<file path="src/design/image_loader_defines.vh">
// Constants for the firmware image loader and vocoder port
// Function
// - FIFO absorbs continuous 10 MHz serial streaming with a 50 MHz main clock.
// - Largest image loads in under 250 ms, bounded only by serial rate.
// - Native images get memory protection automatically at activation.
// - No block processing until both length and address words arrived.
// - FIFO activation never sets programming flag; host polls ident instead.
// - Pass-through pointer forwards each later data block up to the next pointer to the vocoder.
// - Pass-through unavailable while aux port is in split mode.
// - After second pointer, checksums show the forwarded vocoder blocks.
// - Aux port dedicated select output is the vocoder chip select.
// - Aux port mode comes from bits 3..0 of its mode register.
// - Vocoder settings written at init and entry to idle, rx, tx.
// - Gain commands forwarded only in receive or transmit mode.
// - Default vocoder setup: 4-frame 80 ms FEC, 2.4k FEC, soft bits, throttle 1.
// - Transparent tone mode kept; discontinuous-tx and voice-activity modes never on.
// - Enable register bit 15 moves data-out and clock to general pins.
// - Codec control bit 0 enables the SPI codec path.
// - Host bus bytes and words travel most significant bit first.
// - 32-bit activation code via programming register, then device goes active.
`ifndef IMAGE_LOADER_DEFINES_VH
`define IMAGE_LOADER_DEFINES_VH

`define CLK_MHZ          50
`define LOAD_LIMIT_MS    250
// Host bus register addresses
`define A_TXFIFO         8'h79
`define A_CODEC          8'hA0
`define A_CHKB_LO        8'hA9
`define A_CHKB_HI        8'hAA
`define A_CHKA_LO        8'hB8
`define A_CHKA_HI        8'hB9
`define A_IDENT          8'hC5
`define A_PROG           8'hC8
// Values
`define PROT_VALUE       16'h007F
`define CODEC_EN_BIT     0
`define PTR_NORMAL       16'h4010
`define PTR_PASS         16'h400E
`define ACT_BLK_ADDR     16'hFFFF
// Arbitrary identity and activation values
`define IDENT_CODE       16'h5A5A
`define ACT_CODE         32'h1234_5678
`define BAD_ACT          16'hDEAD
`define AUX_MODE_SPLIT   4'h2
`define MODE_IDLE        4'h0
`define MODE_RX          4'h1
`define MODE_TX          4'h2
// Vocoder setup word: [1:0] frames-1, 2 pkt FEC, [4:3] rate, 5 FEC, 6 ext sync,
// [8:7] throttle, 9 ext codec, 10 irq, 11 soft bits, 12 tone transparent,
// 13 voice activity, 14 discontinuous tx
`define VOC_DEFAULT      16'h08AF
`define VOC_VOICE_ACT_BIT 13
`define VOC_DISC_TX_BIT  14
`define FIFO_DEPTH       4
`define FIFO_AW          2
`define BOOT_HOST        2'b11

`endif

</file>
<file path="src/design/image_loader.v">
// Firmware image loader with host serial slave and vocoder aux port
`timescale 1ns/1ns
`include "image_loader_defines.vh"
module image_loader (
	input  wire        CLK_I,         // 50 MHz clock
	input  wire        NRST_I,        // Async reset, low
	input  wire [1:0]  BOOT_SEL_I,    // Boot select pins
	input  wire        CSN_I,         // Host bus select, low
	input  wire        SCLK_I,        // Host bus clock
	input  wire        CDATA_I,       // Host command data
	output wire        RDATA_O,       // Host reply data
	output wire        RDATA_OE_O,    // Reply data drive enable
	input  wire [3:0]  AUX_MODE_I,    // Aux port mode register bits
	input  wire        ALT_PINS_I,    // Vocoder enable reg bit 15
	input  wire [3:0]  MODE_I,        // Device operating mode
	input  wire [15:0] VOC_CFG_I,     // Host-stored vocoder settings
	input  wire        VOC_CFG_VLD_I, // Host settings present
	input  wire        GAIN_REQ_I,    // Gain command pulse
	input  wire [15:0] GAIN_I,        // Gain command word
	input  wire        I2S_EN_I,      // I2S codec mode selected
	input  wire        I2S_STEREO_I,  // I2S stereo requested
	input  wire [4:0]  I2S_BITS_I,    // I2S sample width
	output wire        AUX_CS_N_O,    // Vocoder chip select, low
	output wire        AUX_SDO_O,     // Aux data out pin
	output wire        AUX_SCLK_O,    // Aux clock pin
	output wire        GPA_O,         // General pin A
	output wire        GPB_O,         // General pin B
	output wire        PROG_FLAG_O,   // Programming flag
	output wire        PROTECT_O,     // Memory protection on
	output wire        CODEC_EN_O,    // SPI codec path enable
	output wire        ACTIVE_O,      // Device activated
	output wire        PASS_O,        // Pass-through active
	output wire        I2S_UNSUP_O    // Unsupported I2S setup
);

localparam L_LEN  = 4'b0001;
localparam L_ADDR = 4'b0010;
localparam L_DATA = 4'b0100;
localparam L_PTR  = 4'b1000;

function is_rd;
	input [7:0] a;
	begin
		is_rd = (a == `A_CHKB_LO) || (a == `A_CHKB_HI) || (a == `A_CHKA_LO) ||
			(a == `A_CHKA_HI) || (a == `A_IDENT);
	end
endfunction

function is_rxtx;
	input [3:0] m;
	begin
		is_rxtx = (m == `MODE_RX) || (m == `MODE_TX);
	end
endfunction

reg        boot_done_ff;
reg        host_load_ff;
reg        sclk_q_ff;
reg [4:0]  bcnt_ff;
reg [7:0]  addr_ff;
reg [15:0] wsh_ff;
reg [15:0] rsh_ff;
reg        rd_ff;
reg        rdata_ff;
reg        wr_stb_ff;
reg [15:0] wr_data_ff;
reg [15:0] mem_ff [0:`FIFO_DEPTH-1];
reg [`FIFO_AW-1:0] wp_ff;
reg [`FIFO_AW-1:0] rp_ff;
reg [`FIFO_AW:0]   cnt_ff;
reg [3:0]  st_ff;
reg [15:0] len_ff;
reg [31:0] sum_ff;
reg [31:0] chka_ff;
reg [31:0] chkb_ff;
reg        blk_ff;
reg        chk_vld_ff;
reg        ident_vld_ff;
reg        pt_ff;
reg        loaded_ff;
reg        protect_ff;
reg        codec_ff;
reg        act_half_ff;
reg [15:0] act_hi_ff;
reg        active_ff;
reg        bad_ff;
reg [3:0]  mode_q_ff;
reg        setup_pend_ff;
reg        gain_pend_ff;
reg [15:0] gain_ff;
reg        busy_ff;
reg [1:0]  ph_ff;
reg [3:0]  abit_ff;
reg [15:0] ash_ff;
reg        unsup_ff;

wire rise = SCLK_I & ~sclk_q_ff & ~CSN_I;
wire fall = ~SCLK_I & sclk_q_ff & ~CSN_I;
wire [7:0] nxt_addr = {addr_ff[6:0], CDATA_I};
wire [7:0] rsel = (bcnt_ff < 5'd8) ? nxt_addr : addr_ff;
reg  [15:0] rd_val;
wire [15:0] head = mem_ff[rp_ff];
wire split = (AUX_MODE_I == `AUX_MODE_SPLIT);
wire aux_free = ~busy_ff & ~setup_pend_ff & ~gain_pend_ff;
wire wr_fifo = wr_stb_ff & (addr_ff == `A_TXFIFO);
wire wr_codec = wr_stb_ff & (addr_ff == `A_CODEC);
wire wr_prog = wr_stb_ff & (addr_ff == `A_PROG);
wire push = wr_fifo & host_load_ff & ~loaded_ff & (cnt_ff != `FIFO_DEPTH);
// Forwarding stalls the parser so a vocoder word is never dropped
wire pop = (cnt_ff != 0) & ((st_ff != L_DATA) | ~pt_ff | aux_free);
wire st_setup = ~busy_ff & setup_pend_ff;
wire st_gain = ~busy_ff & ~setup_pend_ff & gain_pend_ff;
wire st_pt = pop & (st_ff == L_DATA) & pt_ff;
wire [15:0] cfg_raw = VOC_CFG_VLD_I ? VOC_CFG_I : `VOC_DEFAULT;
wire [31:0] sum_nxt = sum_ff + {16'h0000, head};
wire act_match = ({act_hi_ff, wr_data_ff} == `ACT_CODE);
wire mode_entry = active_ff & (MODE_I != mode_q_ff) &
	((MODE_I == `MODE_IDLE) | is_rxtx(MODE_I));
wire init_entry = wr_prog & act_half_ff & act_match & loaded_ff & ~active_ff;
reg  [15:0] cfg_word;

// Read mux for the reply shifter
always @*
begin
	case (rsel)
		`A_CHKB_LO: rd_val = bad_ff ? `BAD_ACT : (chk_vld_ff ? chkb_ff[15:0] : 16'h0000);
		`A_CHKB_HI: rd_val = chk_vld_ff ? chkb_ff[31:16] : 16'h0000;
		`A_CHKA_LO: rd_val = chk_vld_ff ? chka_ff[15:0] : 16'h0000;
		`A_CHKA_HI: rd_val = chk_vld_ff ? chka_ff[31:16] : 16'h0000;
		`A_IDENT:   rd_val = ident_vld_ff ? `IDENT_CODE : 16'h0000;
		default:    rd_val = 16'h0000;
	endcase
end

// Voice activity and discontinuous tx masked
always @*
begin
	cfg_word = cfg_raw;
	cfg_word[`VOC_DISC_TX_BIT] = 1'b0;
	cfg_word[`VOC_VOICE_ACT_BIT] = 1'b0;
end

////////////////////////////////////////////////////////////////////////////////
// Boot strap capture and host serial slave
always @(posedge CLK_I or negedge NRST_I)
begin
	if (!NRST_I)
	begin
		boot_done_ff <= 1'b0;
		host_load_ff <= 1'b0;
		sclk_q_ff    <= 1'b0;
		bcnt_ff      <= 5'h00;
		addr_ff      <= 8'h00;
		wsh_ff       <= 16'h0000;
		rsh_ff       <= 16'h0000;
		rd_ff        <= 1'b0;
		rdata_ff     <= 1'b0;
		wr_stb_ff    <= 1'b0;
		wr_data_ff   <= 16'h0000;
	end
	else
	begin
		if (!boot_done_ff)
		begin
			boot_done_ff <= 1'b1;
			host_load_ff <= (BOOT_SEL_I == `BOOT_HOST);
		end
		sclk_q_ff <= SCLK_I;
		wr_stb_ff <= 1'b0;
		if (CSN_I)
		begin
			bcnt_ff <= 5'h00;
			rd_ff   <= 1'b0;
		end
		else if (rise)
		begin
			if (bcnt_ff < 5'd8)
			begin
				addr_ff <= nxt_addr;
				bcnt_ff <= bcnt_ff + 5'd1;
				if (bcnt_ff == 5'd7 && is_rd(nxt_addr))
				begin
					rd_ff    <= 1'b1;
					rsh_ff   <= rd_val;
					rdata_ff <= rd_val[15];
				end
			end
			else
			begin
				bcnt_ff <= (bcnt_ff == 5'd23) ? 5'd8 : bcnt_ff + 5'd1;
				if (rd_ff)
					rsh_ff <= (bcnt_ff == 5'd23) ? rd_val : {rsh_ff[14:0], 1'b0};
				else
				begin
					wsh_ff <= {wsh_ff[14:0], CDATA_I};
					// streamed words, one strobe per 16 bits
					if (bcnt_ff == 5'd23)
					begin
						wr_stb_ff  <= 1'b1;
						wr_data_ff <= {wsh_ff[14:0], CDATA_I};
					end
				end
			end
		end
		else if (fall && rd_ff)
			rdata_ff <= rsh_ff[15];
	end
end

////////////////////////////////////////////////////////////////////////////////
// Image FIFO; one pop per clock, or one per aux word while forwarding, outruns 16 serial bits per word at 10 MHz
// FIFO keeps pace
always @(posedge CLK_I or negedge NRST_I)
begin
	if (!NRST_I)
	begin
		wp_ff  <= {`FIFO_AW{1'b0}};
		rp_ff  <= {`FIFO_AW{1'b0}};
		cnt_ff <= {(`FIFO_AW+1){1'b0}};
	end
	else
	begin
		if (push)
		begin
			mem_ff[wp_ff] <= wr_data_ff;
			wp_ff <= wp_ff + 1'b1;
		end
		if (pop)
			rp_ff <= rp_ff + 1'b1;
		if (push && !pop)
			cnt_ff <= cnt_ff + 1'b1;
		else if (pop && !push)
			cnt_ff <= cnt_ff - 1'b1;
	end
end

////////////////////////////////////////////////////////////////////////////////
// Block parser, checksums, activation and protection
always @(posedge CLK_I or negedge NRST_I)
begin
	if (!NRST_I)
	begin
		st_ff        <= L_LEN;
		len_ff       <= 16'h0000;
		sum_ff       <= 32'h0000_0000;
		chka_ff      <= 32'h0000_0000;
		chkb_ff      <= 32'h0000_0000;
		blk_ff       <= 1'b0;
		chk_vld_ff   <= 1'b0;
		ident_vld_ff <= 1'b0;
		pt_ff        <= 1'b0;
		loaded_ff    <= 1'b0;
		protect_ff   <= 1'b0;
		codec_ff     <= 1'b0;
		act_half_ff  <= 1'b0;
		act_hi_ff    <= 16'h0000;
		active_ff    <= 1'b0;
		bad_ff       <= 1'b0;
	end
	else
	begin
		if (pop)
		begin
			case (st_ff)
				L_LEN:
				begin
					len_ff <= head;
					st_ff  <= L_ADDR;
				end
				L_ADDR:
				begin
					sum_ff <= 32'h0000_0000;
					if (head == `ACT_BLK_ADDR)
						st_ff <= L_PTR;
					else if (len_ff == 16'h0000)
						st_ff <= L_LEN;
					else
						st_ff <= L_DATA;
				end
				L_DATA:
				begin
					sum_ff <= sum_nxt;
					len_ff <= len_ff - 16'h0001;
					if (len_ff == 16'h0001)
					begin
						if (blk_ff)
							chkb_ff <= sum_nxt;
						else
							chka_ff <= sum_nxt;
						blk_ff <= ~blk_ff;
						st_ff  <= L_LEN;
					end
				end
				L_PTR:
				begin
					chk_vld_ff   <= 1'b1;
					ident_vld_ff <= 1'b1;
					blk_ff       <= 1'b0;
					st_ff        <= L_LEN;
					if (head == `PTR_PASS && !split && !pt_ff)
						pt_ff <= 1'b1;
					else
					begin
						pt_ff      <= 1'b0;
						loaded_ff  <= 1'b1;
						protect_ff <= 1'b1;
					end
				end
				default: st_ff <= L_LEN;
			endcase
		end
		if (wr_codec)
		begin
			codec_ff <= wr_data_ff[`CODEC_EN_BIT];
			if (wr_data_ff == `PROT_VALUE)
				protect_ff <= 1'b1;
		end
		if (wr_prog && loaded_ff && !active_ff && !bad_ff)
		begin
			act_half_ff <= ~act_half_ff;
			act_hi_ff   <= wr_data_ff;
			if (act_half_ff)
			begin
				if (act_match)
				begin
					active_ff    <= 1'b1;
					chk_vld_ff   <= 1'b0;
					ident_vld_ff <= 1'b0;
				end
				else
					bad_ff <= 1'b1;
			end
		end
	end
end

////////////////////////////////////////////////////////////////////////////////
// Vocoder control requests and aux serial engine
always @(posedge CLK_I or negedge NRST_I)
begin
	if (!NRST_I)
	begin
		mode_q_ff     <= `MODE_IDLE;
		setup_pend_ff <= 1'b0;
		gain_pend_ff  <= 1'b0;
		gain_ff       <= 16'h0000;
		busy_ff       <= 1'b0;
		ph_ff         <= 2'b00;
		abit_ff       <= 4'h0;
		ash_ff        <= 16'h0000;
		unsup_ff      <= 1'b0;
	end
	else
	begin
		mode_q_ff <= MODE_I;
		// setup on init and mode entry; new request wins over take
		setup_pend_ff <= init_entry | mode_entry | (setup_pend_ff & ~st_setup);
		// gain only in rx or tx
		if (GAIN_REQ_I && active_ff && is_rxtx(MODE_I))
		begin
			gain_pend_ff <= 1'b1;
			gain_ff      <= GAIN_I;
		end
		else if (st_gain)
			gain_pend_ff <= 1'b0;
		if (st_setup || st_gain || st_pt)
		begin
			busy_ff <= 1'b1;
			ph_ff   <= 2'b00;
			abit_ff <= 4'h0;
			ash_ff  <= st_setup ? cfg_word : (st_gain ? gain_ff : head);
		end
		else if (busy_ff)
		begin
			ph_ff <= ph_ff + 2'b01;
			if (ph_ff == 2'b11)
			begin
				abit_ff <= abit_ff + 4'h1;
				ash_ff  <= {ash_ff[14:0], 1'b0};
				if (abit_ff == 4'hF)
					busy_ff <= 1'b0;
			end
		end
		unsup_ff <= I2S_EN_I & (I2S_STEREO_I | (I2S_BITS_I != 5'd16));
	end
end

wire aux_clk = busy_ff & ph_ff[1];
wire aux_dat = busy_ff & ash_ff[15];

assign RDATA_O     = rdata_ff;
assign RDATA_OE_O  = rd_ff & ~CSN_I;
assign AUX_CS_N_O  = ~busy_ff;
assign AUX_SDO_O   = ALT_PINS_I ? 1'b0 : aux_dat;
assign AUX_SCLK_O  = ALT_PINS_I ? 1'b0 : aux_clk;
assign GPA_O       = ALT_PINS_I ? aux_dat : 1'b0;
assign GPB_O       = ALT_PINS_I ? aux_clk : 1'b0;
assign PROG_FLAG_O = 1'b0;
assign PROTECT_O   = protect_ff;
assign CODEC_EN_O  = codec_ff;
assign ACTIVE_O    = active_ff;
assign PASS_O      = pt_ff;
assign I2S_UNSUP_O = unsup_ff;

endmodule // image_loader

</file>
<file path="config.mk">
export PLATFORM = sky130hd
export DESIGN_NAME = image_loader
export DESIGN_NICKNAME = d
export VERILOG_FILES = /design/src/design/image_loader.v
export VERILOG_INCLUDE_DIRS = /design/src /design/src/design
export SDC_FILE = /design/constraint.sdc
export NUM_CORES = 1
export LEC_CHECK = 0
export BUFFER_PORTS_ARGS = -buffer_cell sky130_fd_sc_hd__clkbuf_2
export CORE_MARGIN = 1.5
export CORE_UTILIZATION = 61
export CTS_BUF_LIST = sky130_fd_sc_hd__clkbuf_8
export DETAILED_ROUTE_END_ITERATION = 10
export MAX_ROUTING_LAYER = met4
export PLACE_DENSITY = 0.89
export REMOVE_ABC_BUFFERS = 1
export SKIP_LAST_GASP = 1
export SLEW_MARGIN = 5
export SYNTH_ARGS = -nofsm -noshare
export SYNTH_HDL_FRONTEND = slang
export SYNTH_SLANG_ARGS = --single-unit
</file>
<file path="constraint.sdc">
create_clock -name CLK_I -period 3.8 [get_ports CLK_I]
set_input_delay 0.57 -clock CLK_I [delete_from_list [all_inputs] [get_ports CLK_I]]
set_output_delay 0.57 -clock CLK_I [all_outputs]
set_load 0.005 [all_outputs]
</file>
-- Yosys cells after proc, flatten, opt, wreduce, memory -nomap -nowiden
Memory sizes are Yosys's and may differ from the RTL's.
Cells that the tools add are included.
- add/subtract/negate cells: 9
- multiply operators: 0
- divide/modulo/power cells: 0
- order comparisons: 1
- equal/unequal tests: 38
- shifts and indexed selects: 0
- mux-type cells: 78
- bitwise gates (word level): 50
- reduce and logical (&&, ||, !) cells: 57
- operators by type and width (operator ; number):
    2-to-1 mux 16 bit ; 15
    equality test 8 bit, second input constant ; 12
    one-hot mux 16 bit (5 select lines) ; 1
    one-hot mux 32 bit (2 select lines) ; 1
    2-to-1 mux 1 bit ; 42
    adder 32 x 16 -> 32 bit ; 1
    equality test 32 x 29 -> 1 bit, second input constant ; 1
    one-hot mux 16 bit (2 select lines) ; 1
    AND 1 bit ; 28
    nonzero test 2 bit ; 12
    2-to-1 mux 4 bit ; 5
    2-to-1 mux 5 bit ; 4
    AND reduction 4 bit ; 5
    equality test 16 x 1 -> 1 bit, second input constant ; 1
    equality test 16 x 15 -> 1 bit, second input constant ; 1
    equality test 16 bit, second input constant ; 1
    equality test 16 x 7 -> 1 bit, second input constant ; 1
    zero test 16 bit ; 1
    NOT 1 bit ; 16
    subtractor 16 x 1 -> 16 bit, second input constant ; 1
    2-to-1 mux 15 bit ; 1
    AND reduction 3 bit ; 5
    equality test 4 x 2 -> 1 bit, second input constant ; 3
    logical AND 1 bit ; 12
    other kinds (30) ; 62
- register bits: 261
- latch bits: 0
- bits in writable memories: 64
- memory bits (read-only): 0
- output and inout port bits: 13
- memories kept: 1
- memories (memory ; words ; width ; rd ports ; clocked after Yosys merged registers in ; write ports ; RTL line ; text):
    mem_ff ; 4 ; 16 ; 1 ; 0 ; 1 ; image_loader.v:67 ; reg [15:0] mem_ff [0:`FIFO_DEPTH-1];

-- Depth between registers and ports, before layout
- depth after elaboration: 10
- gate-level depth with buffers: 13

-- Least setup slack after synthesis
Ideal clock, no wire load.
- path type: register to register
- from: register rp_ff[0]
- to: register chkb_ff[12]
- data arrival time: 3276 ps
- data required time: 3670 ps
- setup slack: 394 ps
- cell stages (with the launch flop): 12
- period minus slack after synthesis: 3406 ps
- cell sequence: dfrtp_1 buf_2 buf_2 mux4_2 ha_1 a21o_1 or3_1 o22ai_1 nor3_1 a2111oi_0 xor2_1 o21ai_0
- word-level cells in the longest chain between the ends: 2
- RTL lines (what ; RTL line ; text):
    from (decl) ; image_loader.v:69 ; reg [`FIFO_AW-1:0] rp_ff;
    from (signal assigned) ; image_loader.v:218 ; rp_ff <= {`FIFO_AW{1'b0}};
    from (signal assigned) ; image_loader.v:229 ; rp_ff <= rp_ff + 1'b1;
    memory (4 x 16 bit) ; -- ;
    adder 32 x 16 -> 32 bit ; image_loader.v:115 ; wire [31:0] sum_nxt = sum_ff + {16'h0000, head};
    to (signal assigned) ; image_loader.v:287 ; chkb_ff <= sum_nxt;
    to (decl) ; image_loader.v:75 ; reg [31:0] chkb_ff;
No other way between the ends.
A chain may end at the register's enable or synchronous reset.

-- Worst setup path in the final report
- from: register rp_ff[0]
- to: register chka_ff[12]
- word-level cells in the longest chain between the ends: 2
- RTL lines (what ; RTL line ; text):
    memory (4 x 16 bit) ; -- ;
    adder 32 x 16 -> 32 bit ; image_loader.v:115 ;
    to (signal assigned) ; image_loader.v:289 ; chka_ff <= sum_nxt;
    to (decl) ; image_loader.v:74 ; reg [31:0] chka_ff;
No other way between the ends.

==> summary.md <==
| Metric | Value |
|---|---|
| Root buf cell | `sky130_fd_sc_hd__clkbuf_8` |
| Crit path required time | `approximately 4.2 ns` |
| Power density over the cells | `397 mW/mm²` |
| Antenna violations before repair | `0` |
| Result of the run | `complete, no violations` |
| Setup Slack @ Placement | `0.266 ns` |
| Synth Cell Area | `between 0.015 and 0.02 mm²` |
| Top flip-flop cell by instance count after synthesis | `sky130_fd_sc_hd__dfrtp_1` |
| Ys Warns | `0` |
| Average vias per placed instance | `around 6.3` |
| Clock skew | `roughly 0.027 ns` |
| Synthesized area per cell | `~11 µm²` |
| Gr ovfl total | `0` |
| Number of global-route vias before repair | `about 12,000` |
| Multi-input combinational cell area | `between 0.006 and 0.007 mm²` |
| Num ports | `70` |
| Sequential cell area fraction in the yosys report | `between 50% and 60%` |
| Placeable core area | `around 0.025 mm²` |
| Die Footprint | `about 0.026 mm²` |
| Gp weighted congestion | `0.874` |
| DRC violations left | `0` |
| Sinks on Clock Net | `roughly 330` |
| Setup Total Neg Slack | `0 ns` |
| Kind of start point of the critical path | `register` |
| Insertion delay to the later sink of the worst-skew pair | `roughly 0.60 ns` |
| Number of storage elements in the synthesis netlist | `roughly 330` |
| Setup ws final | `between 0.15 and 0.2 ns` |
| Gate Count Post-Synth | `1,409` |
| Minimum period implied by the final worst setup slack | `between 3 and 4 ns` |
| Count of endpoints failing setup in the final report | `0` |
| Maximum number of pins on one net before global-route repair | `roughly 120` |
| Antenna diode count | `0` |
| Initial core utilization | `61.7%` |
| Detailed-routing iteration count for the pre-antenna-repair pass | `6` |
| Worst ir drop on vdd | `roughly 0.27 mV` |
| Critical path endpoint category | `register` |
| Worst slew pin tran | `roughly 1.0 ns` |
| Clock buffer count from CTS | `52` |
| First-iteration detailed-routing DRC count | `between 1,000 and 1,500` |
| Clock-pin slew reported for the worst setup and hold paths after clock tree synthesis | `roughly 0.060 ns` |
| Final-report max-slew violation count | `0` |
| Unrepaired setup endpoints after global routing | `false` |
| Maximum level of the CTS H-tree | `2` |
| Overall routing resource usage | `29.4%` |
| Highest fanout seen on the critical path | `17` |
| Number of rows in the core area | `just under 60` |
| Worst-case headroom to the max-slew limit | `between 30% and 40%` |
| Number of buffers on the longest clock path | `3` |
| Fill cell total of the finished layout | `roughly 1,700` |
| DP Wirelength | `25,100 µm` |
| Layout cell share with drive strength beyond 1 | `around 18%` |
| Cell variety after synth | `74` |
| Width of the die | `162 µm` |
| Most frequent cells in the layout | `sky130_fd_sc_hd__dfrtp_1, sky130_fd_sc_hd__nand2_1, sky130_fd_sc_hd__o21ai_0` |
| WP data arrival | `~4.1 ns` |
| Type of the worst setup path | `register to register` |
| TritonCTS clock tree | `built` |
| Proportion of synthesized flip-flops having asynchronous set or reset | `~80%` |
| Highest Clock Rate | `277 MHz` |
| Part of the cycle the worst path needs | `a little over nine tenths` |
| Die height | `about 160 µm` |
| Number of synthesized flops with an enable pin | `64` |
| Pwr Total | `between 6000 and 7000 µW` |
| Per-cell routed wire length | `between 15 and 20 µm` |
| DR vias | `11,745` |
| Commonest non-fill, non-tap cell in the layout | `sky130_fd_sc_hd__dfrtp_1` |
| Cell leakage power | `~0.0077 µW` |
| Number of nets at the end of the flow | `roughly 1,600` |
| Storage cell area | `between 0.008 and 0.009 mm²` |
| Hold Vio Cnt, Final | `0` |
| Global-route wire length before repair | `59,500 µm` |
| Signed area change from the synthesized netlist to the final layout | `11.3%` |
| Class of the tightest hold or removal check | `input port to register` |
| MaxCap Viol Count | `0` |
| Remaining antenna violation count | `0` |
| IO buf count | `between 60 and 70` |
| Wire length after detailed routing | `36,500 µm` |
==> layer usage <==
layer	GRT usage (%)	vias up	wire, µm
met3	4.88	89	2740
met2	46.8	525	17800
li1	-	5361	-
met4	10.7	0	1070
met5	-	-	0
met1	38.5	5770	14900
==> metrics by stage <==
step                instance area, µm²  utilization, %  hold WS (ns)  instances
floorplan                        15200               -         0.274       1338
detailed placement               16200            64.6         0.455       1762
finish                           17200            68.7         0.111       1859
CTS                              17200            68.7        0.0868       1859
global placement                 16200            64.6         0.448       1762
global route                     17200            68.7        0.0878       1859
==> critical path, stage by stage, from the launching register on <==
cell and delay (ns):
sky130_fd_sc_hd__dfrtp_1 0.42, sky130_fd_sc_hd__buf_12 0.20, sky130_fd_sc_hd__mux4_2 0.62, sky130_fd_sc_hd__ha_1 0.39, sky130_fd_sc_hd__a21o_1 0.21, sky130_fd_sc_hd__or3_1 0.31, sky130_fd_sc_hd__o22ai_1 0.24, sky130_fd_sc_hd__nor3_1 0.10
sky130_fd_sc_hd__a2111oi_1 0.51, sky130_fd_sc_hd__xor2_1 0.30, sky130_fd_sc_hd__o21ai_0 0.14
==> power breakdown <==
part           internal (µW)  total (µW)  switching, µW  leakage [µW]
Combinational            120         285            166       0.00298
Clock                   1500        2880           1380      0.000627
Sequential              3590        3670           77.7       0.00414
Total                   5200        6830           1630       0.00775
==> final cells by class <==
type	count	area share, %
clock inverters	37	1.16
repair buffers	95	3.40
well taps	330	2.40
multi-input cells	980	38.5
clock buffers	59	4.72
flip-flops and latches	325	49.1
inverters	33	0.720
==> path summary, 6_finish.rpt <==
| kind | start | endpoint | slack, ns | depth (start not counted) |
|---|---|---|---|---|
| max in group asynchronous | NRST_I | gain_ff[6] | 2.22 | 3 |
| worst min register to register | boot_done_ff | host_load_ff | 0.47 | 1 |
| worst max-delay path | rp_ff[0] | chka_ff[12] | 0.19 | 10 |
| worst max register to register | rp_ff[0] | chka_ff[12] | 0.19 | 10 |
| worst min-delay path | MODE_I[2] | mode_q_ff[2] | 0.11 | 1 |
| min in group asynchronous | NRST_I | addr_ff[1] | 0.43 | 2 |
==> what timing repair did <==
action,CTS,global route
setup endpoints to repair,0,2
gates resized for setup,0,2
buffers inserted,0,0
hold buffers,1,0
endpoints found under the hold margin,32,0
==> synthesized netlist by cell type, drive strengths merged, types with 10 or more instances <==
library cell  count  share of area [%]
ha               26                2.1
mux2i            25                1.6
o21ai           143                4.6
a221oi           10               0.57
xor2             23                1.3
dfrtp           260                 42
nand3            30               0.97
nor3             31                1.1
nand4            11               0.45
a21oi            86                2.8
and3             29                1.2
and2             11               0.45
a211oi           19               0.92
a22oi            24                1.2
nand2b           14               0.57
inv              33               0.80
nor2             58                1.4
buf              10               0.34
a31oi            12               0.49
edfxtp           64                 12
nor4             14               0.65
mux2             78                5.7
nand2           161                3.9
o22ai            13               0.53
clkbuf           61                1.5
mux4             16                2.3
xnor2            17               0.96
==> sequential cells by signal, indices dropped and copies added (netlist names), 5 cells and up <==
register,flops
len_ff,16
chka_ff,32
sum_ff,32
bcnt_ff,5
wsh_ff,15
mem_ff,64
gain_ff,16
chkb_ff,32
addr_ff,8
wr_data_ff,16
rsh_ff,16
act_hi_ff,16
ash_ff,16
==> logic make-up (layout without fill, tap and decap cells) <==
logic type	after synthesis	after routing	share of synthesized area [%]
xor gates and xnor gates	40	40	2.27
AOI/OAI and AO/OA	371	371	14.6
adders and majority gates	28	28	2.36
muxes	119	119	9.63
DFF	325	325	54.7
and+or+nand+nor	420	420	13.8
other	2	2	0.0486
buffers and inverters	104	224	2.62
Power figures use the tool's default switching activity.
